### src/hdl/mrf_pkg.sv
`default_nettype none
package mrf_pkg;
    // Register offsets on the plain register port
    localparam logic [3:0] ADDR_CTRL = 4'h0;
    localparam logic [3:0] ADDR_STATUS = 4'h4;
    localparam logic [3:0] ADDR_RATE = 4'h8;

    // Control register field positions
    localparam int POS_RATE_B0 = 0;
    localparam int POS_RATE_B1 = 1;
    localparam int POS_FEC_B0 = 2;
    localparam int POS_FEC_B1 = 3;
    localparam int POS_SYNTH_SRC = 4;
    localparam int POS_BYPASS_EN = 5;
    localparam int POS_BYPASS_RX = 6;
    localparam int POS_STRENGTH = 8;
    localparam logic [11:0] CTRL_RESET = 12'h000;

    // Status register field positions
    localparam int POS_LOCKED = 0;
    localparam int POS_NEED_EXT = 1;
    localparam int POS_BAD_STRENGTH = 2;
    localparam int POS_M = 8;
    localparam int POS_N = 16;

    // Line rate codes, keyed as {bit0, bit1}
    typedef enum logic [1:0] {
        MRF_RATE_155 = 2'h0,
        MRF_RATE_622 = 2'h1,
        MRF_RATE_1244 = 2'h2,
        MRF_RATE_2488 = 2'h3
    } mrf_rate_e;

    // Serial clock ticks per bit enable for each line rate
    localparam logic [4:0] DIV_155 = 5'h10;
    localparam logic [4:0] DIV_622 = 5'h04;
    localparam logic [4:0] DIV_1244 = 5'h02;
    localparam logic [4:0] DIV_2488 = 5'h01;

    // Nominal hierarchy rates in kb/s
    localparam logic [31:0] KBPS_155 = 32'h00025F80;
    localparam logic [31:0] KBPS_622 = 32'h00097E00;
    localparam logic [31:0] KBPS_1244 = 32'h0012FC00;
    localparam logic [31:0] KBPS_2488 = 32'h0025F800;

    // Loop divider M and recovered-clock divider N
    localparam logic [4:0] DIV_17 = 5'h11;
    localparam logic [4:0] DIV_16 = 5'h10;
    localparam logic [4:0] DIV_15 = 5'h0F;
    localparam logic [4:0] DIV_14 = 5'h0E;
    localparam logic [4:0] DIV_ONE = 5'h01;

    // Correctable bytes per block, four bits wide so that eight fits
    localparam logic [3:0] STRENGTH_NONE = 4'h0;
    localparam logic [3:0] STRENGTH_MIN = 4'h3;
    localparam logic [3:0] STRENGTH_EXT_MAX = 4'h6;
    localparam logic [3:0] STRENGTH_MAX = 4'h8;

    // Top-rate frame geometry in bytes
    localparam logic [12:0] OH_BYTES = 13'h0090;
    localparam logic [12:0] PAYLOAD_BYTES = 13'h1050;
    localparam logic [12:0] ROW_BYTES = OH_BYTES + PAYLOAD_BYTES;
    localparam logic [3:0] ROWS = 4'h9;
    localparam logic [12:0] A2_FIRST = 13'h0030;
endpackage
`default_nettype wire

### src/hdl/mrf_synth.sv
`default_nettype none
// Credit-based rate multiplier: each source tick earns mult credits,
// each emitted tick spends div credits, so output rate is src * mult / div.
module mrf_synth #(
    parameter int W = 8
) (
    // Clock and reset
    input wire logic clk_sys,
    input wire logic rst_n,
    // Source and ratio
    input wire logic src_tick,
    input wire logic [4:0] mult,
    input wire logic [4:0] div,
    // Synthesized enable
    output logic out_tick
);
    if (W < 6) begin : g_bad_width
        $error("mrf_synth: W must hold at least two multiplier steps");
    end

    logic [W-1:0] credit;
    logic [W-1:0] next_credit;
    logic [W-1:0] add_w;
    logic [W-1:0] sub_w;

    // Emit while a whole divider's worth of credit is banked
    always_comb begin
        add_w = src_tick ? {{(W-5){1'b0}}, mult} : '0;
        out_tick = (credit >= {{(W-5){1'b0}}, div});
        sub_w = out_tick ? {{(W-5){1'b0}}, div} : '0;
        next_credit = credit + add_w - sub_w;
    end

    always_ff @(posedge clk_sys or negedge rst_n) begin
        if (!rst_n) begin
            credit <= '0;
        end else begin
            credit <= next_credit;
        end
    end
endmodule // mrf_synth
`default_nettype wire

### src/hdl/mrf_clock_select.sv
// Our own choices: the register addresses and the address-and-strobe port.
`default_nettype none
module mrf_clock_select #(
    parameter logic [7:0] FRAME_BYTE1 = 8'hF6,
    parameter logic [7:0] FRAME_BYTE2 = 8'h28,
    parameter int CREDIT_W = 8
) (
    // Clock and reset
    input wire logic clk_sys,
    input wire logic rst_n,
    // Register port
    input wire logic [3:0] reg_addr,
    input wire logic [31:0] reg_wdata,
    input wire logic reg_wr,
    input wire logic reg_rd,
    output logic [31:0] reg_rdata,
    // Clock enables in
    input wire logic reference_clock_in,
    input wire logic recovered_serial_clock,
    input wire logic external_bypass_clock,
    // Synthesizer and bit enables out
    output logic synthesized_serial_clock,
    output logic tx_bit_tick,
    // Transmit side
    input wire logic [15:0] tx_word,
    output logic tx_word_load,
    output logic tx_serial_out,
    // Receive side
    input wire logic rx_serial_in,
    output logic [15:0] rx_word,
    output logic rx_word_valid,
    // Frame status
    output logic frame_locked,
    output logic frame_start,
    output logic payload_envelope
);
    if (CREDIT_W < 6) begin : g_bad_credit
        $error("mrf_clock_select: CREDIT_W too small for the dividers");
    end

    typedef enum logic [1:0] {
        MRF_HUNT = 2'b01,
        MRF_SYNC = 2'b10
    } mrf_state_e;

    logic [11:0] ctrl;
    logic [11:0] next_ctrl;
    logic [31:0] next_rdata;
    logic [3:0] strength;
    logic synth_src;
    logic bypass_en;
    logic bypass_rx;
    mrf_pkg::mrf_rate_e rate;
    logic [4:0] rate_div;
    logic [31:0] rate_kbps;
    logic [4:0] loop_m;
    logic [4:0] rec_n;
    logic [4:0] synth_div;
    logic synth_in;
    logic serial_tick;
    logic need_ext;
    logic bad_strength;

    // Control fields
    always_comb begin
        strength = ctrl[mrf_pkg::POS_STRENGTH +: 4];
        synth_src = ctrl[mrf_pkg::POS_SYNTH_SRC];
        bypass_en = ctrl[mrf_pkg::POS_BYPASS_EN];
        bypass_rx = ctrl[mrf_pkg::POS_BYPASS_RX];
        rate = mrf_pkg::mrf_rate_e'({ctrl[mrf_pkg::POS_RATE_B0],
                                     ctrl[mrf_pkg::POS_RATE_B1]});
    end

    // Line rate decode: bit divider and nominal rate
    always_comb begin
        case (rate)
            mrf_pkg::MRF_RATE_155: begin
                rate_div = mrf_pkg::DIV_155;
                rate_kbps = mrf_pkg::KBPS_155;
            end
            mrf_pkg::MRF_RATE_622: begin
                rate_div = mrf_pkg::DIV_622;
                rate_kbps = mrf_pkg::KBPS_622;
            end
            mrf_pkg::MRF_RATE_1244: begin
                rate_div = mrf_pkg::DIV_1244;
                rate_kbps = mrf_pkg::KBPS_1244;
            end
            default: begin
                rate_div = mrf_pkg::DIV_2488;
                rate_kbps = mrf_pkg::KBPS_2488;
            end
        endcase
    end

    // Code rate decode, keyed as {bit0, bit1}
    always_comb begin
        case ({ctrl[mrf_pkg::POS_FEC_B0], ctrl[mrf_pkg::POS_FEC_B1]})
            2'b00: begin
                loop_m = mrf_pkg::DIV_17;
                rec_n = mrf_pkg::DIV_16;
            end
            2'b10: begin
                loop_m = mrf_pkg::DIV_16;
                rec_n = mrf_pkg::DIV_17;
            end
            2'b01: begin
                loop_m = mrf_pkg::DIV_15;
                rec_n = mrf_pkg::DIV_14;
            end
            default: begin
                loop_m = mrf_pkg::DIV_14;
                rec_n = mrf_pkg::DIV_15;
            end
        endcase
        // N only matters when the recovered clock feeds the loop
        synth_in = synth_src ? recovered_serial_clock : reference_clock_in;
        synth_div = synth_src ? rec_n : mrf_pkg::DIV_ONE;
    end

    // Code strength checks: only 8 and 7 come from the dividers
    always_comb begin
        bad_strength = (strength != mrf_pkg::STRENGTH_NONE)
                       && ((strength < mrf_pkg::STRENGTH_MIN)
                           || (strength > mrf_pkg::STRENGTH_MAX));
        need_ext = (strength >= mrf_pkg::STRENGTH_MIN)
                   && (strength <= mrf_pkg::STRENGTH_EXT_MAX)
                   && !(bypass_en && !bypass_rx);
    end

    mrf_synth #(
        .W(CREDIT_W)
    ) u_synth (
        .clk_sys(clk_sys),
        .rst_n(rst_n),
        .src_tick(synth_in),
        .mult(loop_m),
        .div(synth_div),
        .out_tick(synthesized_serial_clock)
    );

    // Oscillator bypass picks the serial clock source
    always_comb begin
        if (bypass_en) begin
            serial_tick = bypass_rx ? recovered_serial_clock
                                    : external_bypass_clock;
        end else begin
            serial_tick = synthesized_serial_clock;
        end
    end

    // Register port: writes steer control, reads answer next cycle
    always_comb begin
        next_ctrl = ctrl;
        next_rdata = '0;
        if (reg_wr && reg_addr == mrf_pkg::ADDR_CTRL) begin
            next_ctrl = reg_wdata[11:0];
        end
        if (reg_rd) begin
            case (reg_addr)
                mrf_pkg::ADDR_CTRL: next_rdata = {20'h00000, ctrl};
                mrf_pkg::ADDR_STATUS: begin
                    next_rdata[mrf_pkg::POS_LOCKED] = frame_locked;
                    next_rdata[mrf_pkg::POS_NEED_EXT] = need_ext;
                    next_rdata[mrf_pkg::POS_BAD_STRENGTH] = bad_strength;
                    next_rdata[mrf_pkg::POS_M +: 5] = loop_m;
                    next_rdata[mrf_pkg::POS_N +: 5] = synth_div;
                end
                mrf_pkg::ADDR_RATE: next_rdata = rate_kbps;
                default: next_rdata = '0; // Unmapped reads return zero
            endcase
        end
    end

    always_ff @(posedge clk_sys or negedge rst_n) begin
        if (!rst_n) begin
            ctrl <= mrf_pkg::CTRL_RESET;
            reg_rdata <= '0;
        end else begin
            ctrl <= next_ctrl;
            reg_rdata <= next_rdata;
        end
    end

    // Transmit path: rate divider, word load and shifter
    logic [4:0] rate_cnt;
    logic [4:0] next_rate_cnt;
    logic [3:0] tx_bit;
    logic [3:0] next_tx_bit;
    logic [15:0] tx_shift;
    logic [15:0] next_tx_shift;
    logic next_tx_out;

    always_comb begin
        next_rate_cnt = rate_cnt;
        tx_bit_tick = 1'b0;
        if (serial_tick) begin
            if (rate_cnt + 5'h01 >= rate_div) begin
                next_rate_cnt = '0;
                tx_bit_tick = 1'b1;
            end else begin
                next_rate_cnt = rate_cnt + 5'h01;
            end
        end
        tx_word_load = tx_bit_tick && (tx_bit == 4'hF);
        next_tx_bit = tx_bit_tick ? tx_bit + 4'h1 : tx_bit;
        next_tx_shift = tx_shift;
        next_tx_out = tx_serial_out;
        if (tx_word_load) begin
            next_tx_shift = {tx_word[14:0], 1'b0};
            next_tx_out = tx_word[15]; // Most significant bit first
        end else if (tx_bit_tick) begin
            next_tx_shift = {tx_shift[14:0], 1'b0};
            next_tx_out = tx_shift[15];
        end
    end

    always_ff @(posedge clk_sys or negedge rst_n) begin
        if (!rst_n) begin
            rate_cnt <= '0;
            tx_bit <= 4'hF; // First bit enable loads a word at once
            tx_shift <= '0;
            tx_serial_out <= 1'b0;
        end else begin
            rate_cnt <= next_rate_cnt;
            tx_bit <= next_tx_bit;
            tx_shift <= next_tx_shift;
            tx_serial_out <= next_tx_out;
        end
    end

    // Receive path: deserializer and frame alignment at the top rate
    mrf_state_e state;
    mrf_state_e next_state;
    logic [15:0] rx_shift;
    logic [15:0] next_rx_shift;
    logic [3:0] rx_bit;
    logic [3:0] next_rx_bit;
    logic [12:0] byte_pos;
    logic [12:0] next_byte_pos;
    logic [12:0] pos_adv;
    logic [3:0] row;
    logic [3:0] next_row;
    logic [15:0] next_rx_word;
    logic next_rx_valid;
    logic next_frame_start;
    logic next_payload;
    logic pattern_hit;
    logic top_rate;

    always_comb begin
        top_rate = (rate == mrf_pkg::MRF_RATE_2488);
        next_rx_shift = recovered_serial_clock ? {rx_shift[14:0], rx_serial_in} : rx_shift;
        pattern_hit = (next_rx_shift == {FRAME_BYTE1, FRAME_BYTE2});
        next_state = state;
        next_rx_bit = rx_bit;
        next_byte_pos = byte_pos;
        next_row = row;
        next_rx_word = rx_word;
        next_rx_valid = 1'b0;
        next_frame_start = 1'b0;
        next_payload = 1'b0;
        pos_adv = byte_pos + 13'h0002;
        if (!top_rate) begin
            next_state = MRF_HUNT; // Framing geometry only holds at the top rate
        end
        if (recovered_serial_clock) begin
            next_rx_bit = rx_bit + 4'h1;
            if (state == MRF_HUNT && top_rate && pattern_hit) begin
                // Word now holds the last first-pattern byte and first second one
                next_state = MRF_SYNC;
                next_rx_bit = '0;
                next_byte_pos = mrf_pkg::A2_FIRST + 13'h0001;
                next_row = '0;
                next_rx_word = next_rx_shift;
                next_rx_valid = 1'b1;
                next_frame_start = 1'b1;
            end else if (rx_bit == 4'hF) begin
                next_rx_word = next_rx_shift;
                next_rx_valid = 1'b1;
                if (state == MRF_SYNC && top_rate) begin
                    next_payload = (byte_pos >= mrf_pkg::OH_BYTES);
                    if (row == '0 && byte_pos == mrf_pkg::A2_FIRST - 13'h0001) begin
                        next_frame_start = pattern_hit;
                        if (!pattern_hit) begin
                            next_state = MRF_HUNT;
                        end
                    end
                    if (pos_adv >= mrf_pkg::ROW_BYTES) begin
                        next_byte_pos = pos_adv - mrf_pkg::ROW_BYTES;
                        next_row = (row + 4'h1 >= mrf_pkg::ROWS) ? 4'h0 : row + 4'h1;
                    end else begin
                        next_byte_pos = pos_adv;
                    end
                end
            end
        end
    end

    always_ff @(posedge clk_sys or negedge rst_n) begin
        if (!rst_n) begin
            state <= MRF_HUNT;
            rx_shift <= '0;
            rx_bit <= '0;
            byte_pos <= '0;
            row <= '0;
            rx_word <= '0;
            rx_word_valid <= 1'b0;
            frame_start <= 1'b0;
            payload_envelope <= 1'b0;
        end else begin
            state <= next_state;
            rx_shift <= next_rx_shift;
            rx_bit <= next_rx_bit;
            byte_pos <= next_byte_pos;
            row <= next_row;
            rx_word <= next_rx_word;
            rx_word_valid <= next_rx_valid;
            frame_start <= next_frame_start;
            payload_envelope <= next_payload;
        end
    end

    assign frame_locked = (state == MRF_SYNC);
endmodule // mrf_clock_select
`default_nettype wire

### config.mk
export PLATFORM = sky130hd
export DESIGN_NAME = mrf_clock_select
export DESIGN_NICKNAME = d
export VERILOG_FILES = /design/src/hdl/mrf_pkg.sv /design/src/hdl/mrf_synth.sv /design/src/hdl/mrf_clock_select.sv
export SDC_FILE = /design/constraint.sdc
export NUM_CORES = 1
export LEC_CHECK = 0
export ABC_AREA = 0
export BUFFER_PORTS_ARGS = -buffer_cell sky130_fd_sc_hd__buf_4
export CORE_MARGIN = 2
export CORE_UTILIZATION = 60
export CTS_CLUSTER_SIZE = 16
export DETAILED_ROUTE_END_ITERATION = 10
export GPL_TIMING_DRIVEN = 1
export PLACE_DENSITY = 0.85
export SLEW_MARGIN = 30
export SYNTH_ARGS = -nofsm -noshare
export SYNTH_HDL_FRONTEND = slang
export SYNTH_SLANG_ARGS = --single-unit
### constraint.sdc
create_clock -name clk_sys -period 9.1 [get_ports clk_sys]
set_clock_uncertainty 0.1 [all_clocks]
set_input_delay 0.455 -clock clk_sys [delete_from_list [all_inputs] [get_ports clk_sys]]
set_output_delay 0.455 -clock clk_sys [all_outputs]
set_load 0.01 [all_outputs]
==> results of run 1 <==
==> synthesized netlist by cell type, drive strengths merged, types with 11 or more instances <==
master	n	share of area [%]
ha	28	5.4
and3	11	1.1
buf	18	2.1
dfrtp	120	46
nand2b	12	1.2
nand2	47	3.1
nand3	19	1.5
xnor2	16	2.2
a21oi	39	3.0
nor2	44	2.6
clkbuf	15	0.89
mux2	42	7.6
o21ai	30	2.3
mux2i	17	2.6
inv	39	2.3
==> through the flow <==
step           power [mW]  utilization (%)
2_1_floorplan       1.362                -
3_3_place_gp        1.535            68.65
3_5_place_dp        1.607            68.68
4_1_cts             2.254            74.11
5_1_grt             2.391            74.16
6_report            2.246            74.16
==> where the power goes <==
group          total (mW)  switching, mW  internal (mW)  leakage [nW]
Combinational       0.794          0.422          0.373          1.93
Sequential          0.823          0.111          0.712          1.56
Clock               0.629          0.264          0.365         0.259
Total                2.25          0.797           1.45          3.75
==> cells in the final DEF (no fill, tap or decap), drive strengths merged, types with 3 or more instances in the layout <==
| master | synthesis | layout |
|---|---|---|
| conb | 1 | 10 |
| and3 | 11 | 11 |
| xor2 | 9 | 9 |
| o21a | 4 | 4 |
| xnor2 | 16 | 16 |
| fa | 5 | 5 |
| and2 | 6 | 6 |
| mux2 | 42 | 42 |
| a21oi | 39 | 39 |
| and4 | 3 | 3 |
| dfstp | 5 | 5 |
| clkinvlp | 0 | 5 |
| o31ai | 8 | 8 |
| nor4b | 4 | 4 |
| o21ai | 30 | 30 |
| clkinv | 0 | 6 |
| inv | 39 | 42 |
| nand2 | 47 | 47 |
| nor3 | 9 | 9 |
| nor4 | 3 | 3 |
| nand4 | 9 | 9 |
| nor2 | 44 | 44 |
| clkbuf | 15 | 17 |
| buf | 18 | 88 |
| nor2b | 9 | 9 |
| nand2b | 12 | 12 |
| ha | 28 | 28 |
| a31oi | 5 | 5 |
| nand3b | 3 | 3 |
| nand3 | 19 | 19 |
| a21o | 6 | 6 |
| dfrtp | 120 | 120 |
| mux2i | 17 | 17 |
==> worst reg2reg max path: stages (launching register included) <==
cell,delay [ns]
dfrtp_1,0.51
nand2_1,0.20
ha_1,0.34
a21o_1,0.12
a21oi_1,0.08
o211a_1,0.31
nor2_1,0.37
fa_1,0.49
inv_1,0.13
ha_1,0.25
a21o_1,0.17
a21oi_1,0.21
o21bai_1,0.09
a21oi_1,0.23
o21ai_0,0.17
xnor2_1,0.15
==> path summary, 6_finish.rpt <==
path | startpoint | endpoint | slack, ns | cells after the start
max in group asynchronous | rst_n | u_synth.credit[1] | 7.42 | 3
hold reg to reg | byte_pos[0] | byte_pos[0] | 0.38 | 1
setup / recovery | ctrl[3] | u_synth.credit[7] | 5.05 | 15
min in group asynchronous | rst_n | byte_pos[10] | 0.35 | 2
setup reg to reg | ctrl[3] | u_synth.credit[7] | 5.05 | 15
hold / removal | reg_wdata[6] | ctrl[6] | 0.06 | 2
==> routing by layer <==
metal | global-route usage [%] | wire length, um
met5 | 0 | 0
met3 | 7.446 | 873
met4 | 9.249 | 225
met1 | 32.82 | 5924
met2 | 46.27 | 7630
==> final cells by class <==
class | instances | area, um^2
Fill cell | 690 | 2691
Tap cell | 136 | 170.2
Multi-Input combinational cell | 425 | 3044
Inverter | 39 | 146.4
Clock buffer | 17 | 414.1
Clock inverter | 15 | 141.4
Timing Repair Buffer | 89 | 674.4
Sequential cell | 125 | 3134
==> registers in the layout, summed over array words and instances (netlist names) <==
name,count
reg_rdata,22
tx_serial_out,1
rx_bit,4
rate_cnt,5
payload_envelope,1
rx_word_valid,1
row,4
u_synth.credit,8
rx_shift,16
rx_word,16
state,2
frame_start,1
ctrl,12
tx_shift,15
byte_pos,13
tx_bit,4
==> cell families (layout without fill, tap and decap cells) <==
logic type      Yosys count  in the layout  share of synthesized area, %
compound gates          113            113                         10.86
buf+inv                  72            160                         5.217
flops                   125            125                         48.41
fa+ha+maj                33             33                         6.957
xor+xnor                 25             25                         3.382
mux                      59             59                         10.22
simple gates            185            185                         14.90
other cells               1             10                       0.05792
==> results by group, run 1 <==
Run status
  • Status: finished, final reports clean

Worst setup path
  • Arr. time, crit path: 4.36 ns
  • Most Frequent Cell on Critical Path: a21oi_1
  • Crit path buffers/inverters: 1
  • Crit-path max cell delay: 0.51 ns
  • WP data required: 9.41 ns
  • Slowest CP cell: dfrtp_1
  • CP max FO: 9
  • Crit Path Class: flip-flop to flip-flop
  • Worst-path cell chain: nand2_1, ha_1, a21o_1, a21oi_1, o211a_1, nor2_1, fa_1, inv_1, ha_1, a21o_1, a21oi_1, o21bai_1, a21oi_1, o21ai_0, xnor2_1
  • Crit path max-delay family: compound AO/OA/AOI/OAI gates
  • Worst setup EP type: flip-flop
  • Critical Path Start Type: flip-flop

Global routing
  • All-Layer GR Usage: 26.98%
  • Grt ovf: 0
  • Initial antenna violation count: 0
  • First-pass GRT wire length: 24140 um
  • Vias in the first global route: 5024
  • Largest net degree at the start of global routing: 85

Power
  • Lkg Pwr: 3.754 nW
  • Max VDD drop: 0.0003409 V
  • Power density cells: 290.8 nW/um^2

Detailed routing
  • Initial DRT Pass Iterations: 5
  • DR vias/cell: 5.846
  • DRC Markers: 0
  • Detailed Route WL: 14650 um
  • Via count: 4946
  • DR iter-0 viols: 322
  • Avg WL per Cell: 17.32 um
  • Final ANT Viol Nets: 0

Final layout
  • Layout Cells excl Fill: 846
  • # diodes: 0
  • Layout Nets: 790
  • P&R area growth vs syn: 19.30%
  • Share of cells above drive strength 1: 24.93%
  • Final Cell Area: 7725 um^2

Synthesis
  • Syn Inst Count: 613
  • Cell variety after synth: 63
  • Register area share after synthesis: 48.41%
  • Post-synth ARST share: 100.0%
  • Cell area after technology mapping: 6475 um^2
  • Post-synth top flop: dfrtp_1
  • Synth warn: 0
  • Seq cells post-synth: 125
  • Mean Syn Cell Area: 10.56 um^2
  • Post-synth EDFFs: 0

Clock network
  • CTS Buffer Depth: 2
  • Cts hold-fix bufs: 1
  • CTS tree: yes
  • Clock transition at path regs: 0.06 ns
  • CTS Buf Count: 17
  • # resized after CTS: 0
  • Post-CTS Setup Inserts: 0
  • H-tree depth: 4
  • Root buffer cell: clkbuf_8
  • Clock tree sinks: 125
  • Worst-Skew Late Latency: 0.53 ns

STA
  • Post-route clock period utilization: 44.52%
  • Worst Tran Pin Value: 0.7497 ns
  • Final Critical Period: 4.051 ns
  • Fin. max-slew vios: 0
  • Final TNS setup: 0 ns
  • Fmax: 246.9 MHz
  • Fin. Hold Viols: 0
  • Unrepaired setup endpoints after global routing: no
  • Final WS setup: 5.049 ns
  • Final setup fails: 0
  • Max_slew headroom: 50.02%
  • Min Hold Slack: 0.05783 ns

Hold path
  • Min-delay worst type: primary input to flip-flop

Place
  • HPWL after DPL: 9766 um
  • Placement-stage cell area: 7154 um^2
  • Routability cong.: 0.8798
  • Port buffer count: 85
  • Pre-CTS WS: 5.100 ns
  • Placed Cells: 813

Floorplanning
  • IO Count: 116
  • Die W: 107.9 um
  • Die H: 107.9 um
  • Num rows: 37
  • Initial core utilization: 62.16%
  • Total core area: 10420 um^2
  • Die Area: 11640 um^2

Job
  • MaxCap Viol Count: 0
(Power assumes the default switching activity.)
==> run 2, diff against run 1 <==
--- a/config.mk
+++ b/config.mk
@@ -8,11 +8,11 @@
 export ABC_AREA = 0
 export BUFFER_PORTS_ARGS = -buffer_cell sky130_fd_sc_hd__buf_4
 export CORE_MARGIN = 2
-export CORE_UTILIZATION = 60
+export CORE_UTILIZATION = 56
 export CTS_CLUSTER_SIZE = 16
 export DETAILED_ROUTE_END_ITERATION = 10
 export GPL_TIMING_DRIVEN = 1
-export PLACE_DENSITY = 0.85
+export PLACE_DENSITY = 0.8
 export SLEW_MARGIN = 30
 export SYNTH_ARGS = -nofsm -noshare
 export SYNTH_HDL_FRONTEND = slang
==> constraint.sdc (replaced) <==
create_clock -name clk_sys -period 3.9 [get_ports clk_sys]
set_clock_uncertainty 0.1 [all_clocks]
set_input_delay 0.195 -clock clk_sys [delete_from_list [all_inputs] [get_ports clk_sys]]
set_output_delay 0.195 -clock clk_sys [all_outputs]
set_load 0.01 [all_outputs]
==> results by group, run 2 (synthesis results as in run 1) <==
Detailed routing
  • DR iter-0 viols: 286 (-11%)
  • DR vias/cell: 5.623 (-3.8%)
  • Final ANT Viol Nets: 0 (unchanged)
  • Avg WL per Cell: 16.82 um (-2.9%)
  • Detailed Route WL: 14780 um (+0.87%)
  • Initial DRT Pass Iterations: 5 (unchanged)
  • Via count: 4943 (-0.061%)
  • DRC Markers: 0 (unchanged)

Worst setup path
  • Crit Path Class: flip-flop to flip-flop
  • WP data required: 4.13 ns (-5.28 ns)
  • Arr. time, crit path: 3.91 ns (-0.45 ns)
  • Worst-path cell chain: nand2b_1, ha_1, nand2b_1, a21o_1, a21oi_1, o211a_1, nor2_2, fa_1, inv_1, ha_1, a21o_1, a21oi_2, o21bai_1, a21oi_2, o21ai_1, xnor2_1
  • Slowest CP cell: fa_1
  • Worst setup EP type: flip-flop
  • Crit-path max cell delay: 0.52 ns (about the same)
  • CP max FO: 5 (-4)
  • Critical Path Start Type: flip-flop

Global routing
  • Initial antenna violation count: 0 (unchanged)
  • First-pass GRT wire length: 24900 um (+3.1%)
  • Vias in the first global route: 5186 (+3.2%)
  • Grt ovf: 0 (unchanged)
  • Largest net degree at the start of global routing: 62 (-27%)
  • All-Layer GR Usage: 25.08% (-1.9 points)

Clock network
  • Clock tree sinks: 125 (unchanged)
  • CTS tree: yes
  • CTS Buffer Depth: 2 (unchanged)
  • CTS Buf Count: 17 (unchanged)
  • Post-CTS Setup Inserts: 0 (unchanged)
  • H-tree depth: 4 (unchanged)
  • Root buffer cell: clkbuf_16
  • Worst-Skew Late Latency: 0.42 ns (-0.11 ns)
  • Clock transition at path regs: 0.06 ns (about the same)

Place
  • Routability cong.: 0.8598 (-2.3%)
  • Port buffer count: 85 (unchanged)
  • HPWL after DPL: 9666 um (-1.0%)

STA
  • Worst Tran Pin Value: 0.9690 ns (+0.2193 ns)
  • Final TNS setup: 0 ns (unchanged)
  • Fin. max-slew vios: 0 (unchanged)
  • Fin. Hold Viols: 0 (unchanged)
  • Fmax: 271.7 MHz (+10%)
  • Max_slew headroom: 35.22% (-15 points)
  • Final Critical Period: 3.681 ns (-0.3700 ns)
  • Final setup fails: 0 (unchanged)
  • Unrepaired setup endpoints after global routing: yes
  • Post-route clock period utilization: 94.38% (+50 points)

Final layout
  • Multi-input gate area: 3053 um^2 (+0.29%)
  • Reg area: 3134 um^2 (unchanged)
  • Biggest regs: reg_rdata x22, rx_shift x16, rx_word x16
  • Max reg flops: 22 (unchanged)
  • Reg with most FFs: reg_rdata
  • P&R area growth vs syn: 24.02%
  • Fill count: 790 (+14%)
  • # diodes: 0 (unchanged)
  • Layout Nets: 816 (+3.3%)
  • Most frequent cells in the layout: dfrtp_1 (120), buf_4 (90), nand2_1 (45)
  • Most common cell after layout, fill and taps aside: dfrtp_1
  • Share of cells above drive strength 1: 24.46% (-0.47 points)

Run status
  • Status: finished, final reports clean

Floorplanning
  • IO Count: 116 (unchanged)
  • Die W: 111.5 um (+3.4%)
  • Total core area: 11370 um^2 (+9.2%)
  • Die H: 111.5 um (+3.4%)
  • Initial core utilization: 56.95% (-5.2 points)
  • Die Area: 12440 um^2 (+6.9%)
  • Num rows: 39 (+5.4%)

Hold path
  • Min-delay worst type: primary input to flip-flop

Power
  • Power density cells: 673.4 nW/um^2 (+130%)
  • Lkg Pwr: 3.886 nW (+3.5%)
  • Total Power: 5.407 mW (+140%)
  • Max VDD drop: 0.0007264 V (+110%)

Job
  • MaxCap Viol Count: 0 (unchanged)
[run 2: worst paths after layout]
kind,start,endpoint,slack (ns),cells after the start
worst max-delay path,ctrl[2],u_synth.credit[7],0.22,16
worst min-delay path,tx_word[15],tx_serial_out,0.005,3
worst max register to register,ctrl[2],u_synth.credit[7],0.22,16
worst min register to register,byte_pos[0],byte_pos[0],0.39,1
max in group asynchronous,rst_n,row[2],2.47,3
min in group asynchronous,rst_n,byte_pos[10],0.29,2
[run 2: area by class of cell]
type,instances,area share [%]
sequential,125,39.03
timing repair buffer,115,11.53
inverter,39,1.823
tap,143,2.228
multi-input combinational,425,38.02
clock inverter,12,1.807
clock buffer,20,5.562
[run 2: timing repair]
| item | in CTS | in global routing |
|---|---|---|
| setup endpoints to repair | 0 | 3 |
| endpoints found under the hold margin | 78 | 0 |
| gates resized for setup | 0 | 5 |
| hold buffers | 25 | 0 |
[run 2: power breakdown]
group / leakage [nW] / switching (mW) / internal (mW)
Sequential: 1.56 / 0.249 / 1.66
Combinational: 2.04 / 1.00 / 0.907
Clock: 0.282 / 0.573 / 1.01
Total: 3.89 / 1.82 / 3.58
[run 2: per-stage QoR]
| stage | instances | area (um^2) | hold WS [ns] | util (%) | setup slack [ns] |
|---|---|---|---|---|---|
| floorplan | 622 | 6509 | -0.2006 | - | 0.4062 |
| global placement | 822 | 7174 | 0.2118 | 63.10 | 0.2447 |
| detailed placement | 822 | 7174 | 0.2289 | 63.10 | 0.1081 |
| CTS | 879 | 8016 | 0.0006816 | 70.51 | 0.08827 |
| global route | 879 | 8030 | 0.001844 | 70.63 | 0.001915 |
| finish | 879 | 8030 | 0.005085 | 70.63 | 0.2191 |
[run 2: worst max-delay path: cells and delay by family, from the launching register on]
kind            cells  cell delay (ns)
compound gates      8             1.29
fa+ha+maj           3             1.09
simple gates        3             0.41
flops               1             0.41
xor+xnor            1             0.19
buf+inv             1             0.08
[run 2: routing by layer]
metal	track usage [%]	part of all wire (%)	routed length, um
met1	30.74	42	6222
met2	42.97	51	7562
met3	7.512	5.2	764
met4	7.819	1.6	232
met5	0	0	0
==> run 3, diff against run 2 <==
--- a/config.mk
+++ b/config.mk
@@ -8,12 +8,11 @@
 export ABC_AREA = 0
 export BUFFER_PORTS_ARGS = -buffer_cell sky130_fd_sc_hd__buf_4
 export CORE_MARGIN = 2
-export CORE_UTILIZATION = 56
+export CORE_UTILIZATION = 25
 export CTS_CLUSTER_SIZE = 16
 export DETAILED_ROUTE_END_ITERATION = 10
 export GPL_TIMING_DRIVEN = 1
-export PLACE_DENSITY = 0.8
-export SLEW_MARGIN = 30
+export SLEW_MARGIN = 20
 export SYNTH_ARGS = -nofsm -noshare
 export SYNTH_HDL_FRONTEND = slang
 export SYNTH_SLANG_ARGS = --single-unit
==> results by group, run 3 (synthesis results as in run 1) <==
STA
  • Min Hold Slack: -0.0008561 ns (-0.005941 ns)
  • Post-route clock period utilization: 92.70% (-1.7 points)
  • Final setup fails: 0 (unchanged)
  • Worst Tran Pin Value: 1.020 ns (+0.05065 ns)
  • Final WS setup: 0.2846 ns (+0.06548 ns)
  • Max_slew headroom: 31.83% (-3.4 points)
  • Final Critical Period: 3.615 ns (-0.06548 ns)
  • Unrepaired setup endpoints after global routing: no
  • Fmax: 276.6 MHz (+1.8%)
  • Fin. Hold Viols: 1 (+1)
  • Final TNS setup: 0 ns (unchanged)
  • Fin. max-slew vios: 0 (unchanged)

Worst setup path
  • Worst-path cell chain: nand2b_1, ha_1, nand2b_1, a21o_1, a21oi_1, o211a_1, nor2_2, fa_1, inv_1, ha_1, a21o_1, a21oi_2, o21bai_1, a21oi_2, o21ai_0, xnor2_1
  • Reg2reg start: ctrl[2]
  • Crit-path max cell delay: 0.51 ns (about the same)
  • Crit path buffers/inverters: 1 (unchanged)
  • CP max FO: 5 (unchanged)
  • Slowest CP cell: fa_1
  • Arr. time, crit path: 3.82 ns (-0.09 ns)
  • Crit path max-delay family: compound AO/OA/AOI/OAI gates
  • Critical Path Start Type: flip-flop
  • Crit path from: ctrl[2]
  • Crit Path Class: flip-flop to flip-flop
  • WP data required: 4.11 ns (-0.02 ns)
  • Worst setup EP type: flip-flop

Global routing
  • First-pass GRT wire length: 23940 um (-3.9%)
  • Grt ovf: 0 (unchanged)
  • Largest net degree at the start of global routing: 73 (+18%)
  • Initial antenna violation count: 0 (unchanged)
  • All-Layer GR Usage: 11.21% (-14 points)
  • Vias in the first global route: 4857 (-6.3%)

Final layout
  • Most common cell after layout, fill and taps aside: dfrtp_1
  • Share of cells above drive strength 1: 24.87% (+0.41 points)
  • Max reg flops: 22 (unchanged)
  • Util after Layout: 32.95% (-38 points)
  • Biggest regs: reg_rdata x22, rx_shift x16, rx_word x16
  • # diodes: 0 (unchanged)
  • P&R area growth vs syn: 28.89%
  • Layout Nets: 824 (+0.98%)
  • Most frequent cells in the layout: dfrtp_1 (120), buf_4 (92), nand2_1 (45)
  • Reg with most FFs: reg_rdata

Clock network
  • CTS tree: yes
  • H-tree depth: 4 (unchanged)
  • CTS Buffer Depth: 2 (unchanged)
  • CTS Buf Count: 17 (unchanged)
  • Root buffer cell: clkbuf_16
  • Post-CTS Setup Inserts: 0 (unchanged)
  • Clock transition at path regs: 0.07 ns (about the same)
  • Clock tree sinks: 125 (unchanged)
  • Worst-Skew Late Latency: 0.43 ns (about the same)

Floorplanning
  • Initial core utilization: 25.57% (-31 points)
  • Total core area: 25330 um^2 (+120%)
  • Num rows: 58 (+49%)
  • Die H: 164.9 um (+48%)
  • IO Count: 116 (unchanged)
  • Die W: 164.9 um (+48%)
  • Die Area: 27200 um^2 (+120%)

Place
  • HPWL after DPL: 10230 um (+5.8%)
  • Routability cong.: 0.8050 (-6.4%)
  • Port buffer count: 85 (unchanged)
  • Pre-CTS WS: 0.08016 ns (-0.02796 ns)

Hold path
  • Hold Crit Start: tx_word[6]
  • Min-delay worst type: primary input to flip-flop

Power
  • Combinational Power Share: 34.9% (-0.4 points)
  • Power density cells: 637.6 nW/um^2 (-5.3%)
  • Max VDD drop: 0.0002816 V (-61%)
  • Clock share of power: 29.6% (+0.3 points)
  • Internal: 3.431 mW (-4.2%)
  • Reg power frac: 35.6% (+0.3 points)
  • Net Switching: 1.890 mW (+3.6%)
  • Lkg Pwr: 3.928 nW (+1.1%)
  • Net Sw Frac: 35.53% (+1.8 points)

Detailed routing
  • DRC Markers: 0 (unchanged)
  • Initial DRT Pass Iterations: 5 (unchanged)
  • DR vias/cell: 4.459 (-21%)
  • DR iter-0 viols: 238 (-17%)
  • Avg WL per Cell: 13.82 um (-18%)
  • Via count: 4789 (-3.1%)
  • Detailed Route WL: 14840 um (+0.39%)
  • Final ANT Viol Nets: 0 (unchanged)

Job
  • MaxCap Viol Count: 0 (unchanged)

Run status
  • Failing checks: hold timing
  • Status: finished with violations
==> run 3: worst reg2reg max path, stage by stage (launching register included) <==
cell and delay [ns]:
dfrtp_1 0.41, nand2b_1 0.21, ha_1 0.28, nand2b_1 0.14, a21o_1 0.17, a21oi_1 0.16
o211a_1 0.21, nor2_2 0.08, fa_1 0.51, inv_1 0.07, ha_1 0.28, a21o_1 0.17
a21oi_2 0.17, o21bai_1 0.10, a21oi_2 0.17, o21ai_0 0.13, xnor2_1 0.14
==> run 3: per-stage QoR <==
stage / power [mW] / instances / instance area (um^2)
floorplan: 3.177 / 622 / 6509
global placement: 3.684 / 1012 / 7435
detailed placement: 3.735 / 1012 / 7435
CTS: 5.378 / 1074 / 8332
global route: 5.740 / 1074 / 8346
finish: 5.321 / 1074 / 8346
==> run 3: metal layers <==
metal	wire, um	global-route usage [%]
met3	575	2.762
met5	0	0
met2	7168	18.98
met1	6871	14.12
met4	223	3.399
==> run 3: repair_timing <==
item / 4_1_cts / 5_1_grt
endpoints found under the setup margin: 0 / 2
hold endpoints to repair: 99 / 0
gates resized for setup: 0 / 4
hold buffers: 30 / 0
==> run 3: cell type report <==
type / count / area (um^2)
Inverter: 39 / 146.4
Fill cell: 2552 / 16980
Multi-Input combinational cell: 425 / 3053
Timing Repair Buffer: 123 / 1002
Tap cell: 330 / 412.9
Sequential cell: 125 / 3134
Clock inverter: 15 / 171.4
Clock buffer: 17 / 425.4
==> run 3: power by group through the flow <==
stage | logic [mW] | clock network, mW | registers (mW)
2_1_floorplan | 1.28 | 0 | 1.89
3_3_place_gp | 1.77 | 0 | 1.91
3_5_place_dp | 1.82 | 0 | 1.92
4_1_cts | 1.85 | 1.63 | 1.90
5_1_grt | 2.12 | 1.68 | 1.94
6_report | 1.85 | 1.57 | 1.89
==> run 3: worst paths after layout <==
kind	to	slack, ns	depth (start not counted)
setup / recovery	u_synth.credit[7]	0.28	16
hold / removal	tx_shift[7]	-0.0009	3
setup reg to reg	u_synth.credit[7]	0.28	16
hold reg to reg	byte_pos[0]	0.38	1
max in group asynchronous	tx_bit[1]	2.55	3
min in group asynchronous	rx_shift[8]	0.27	2
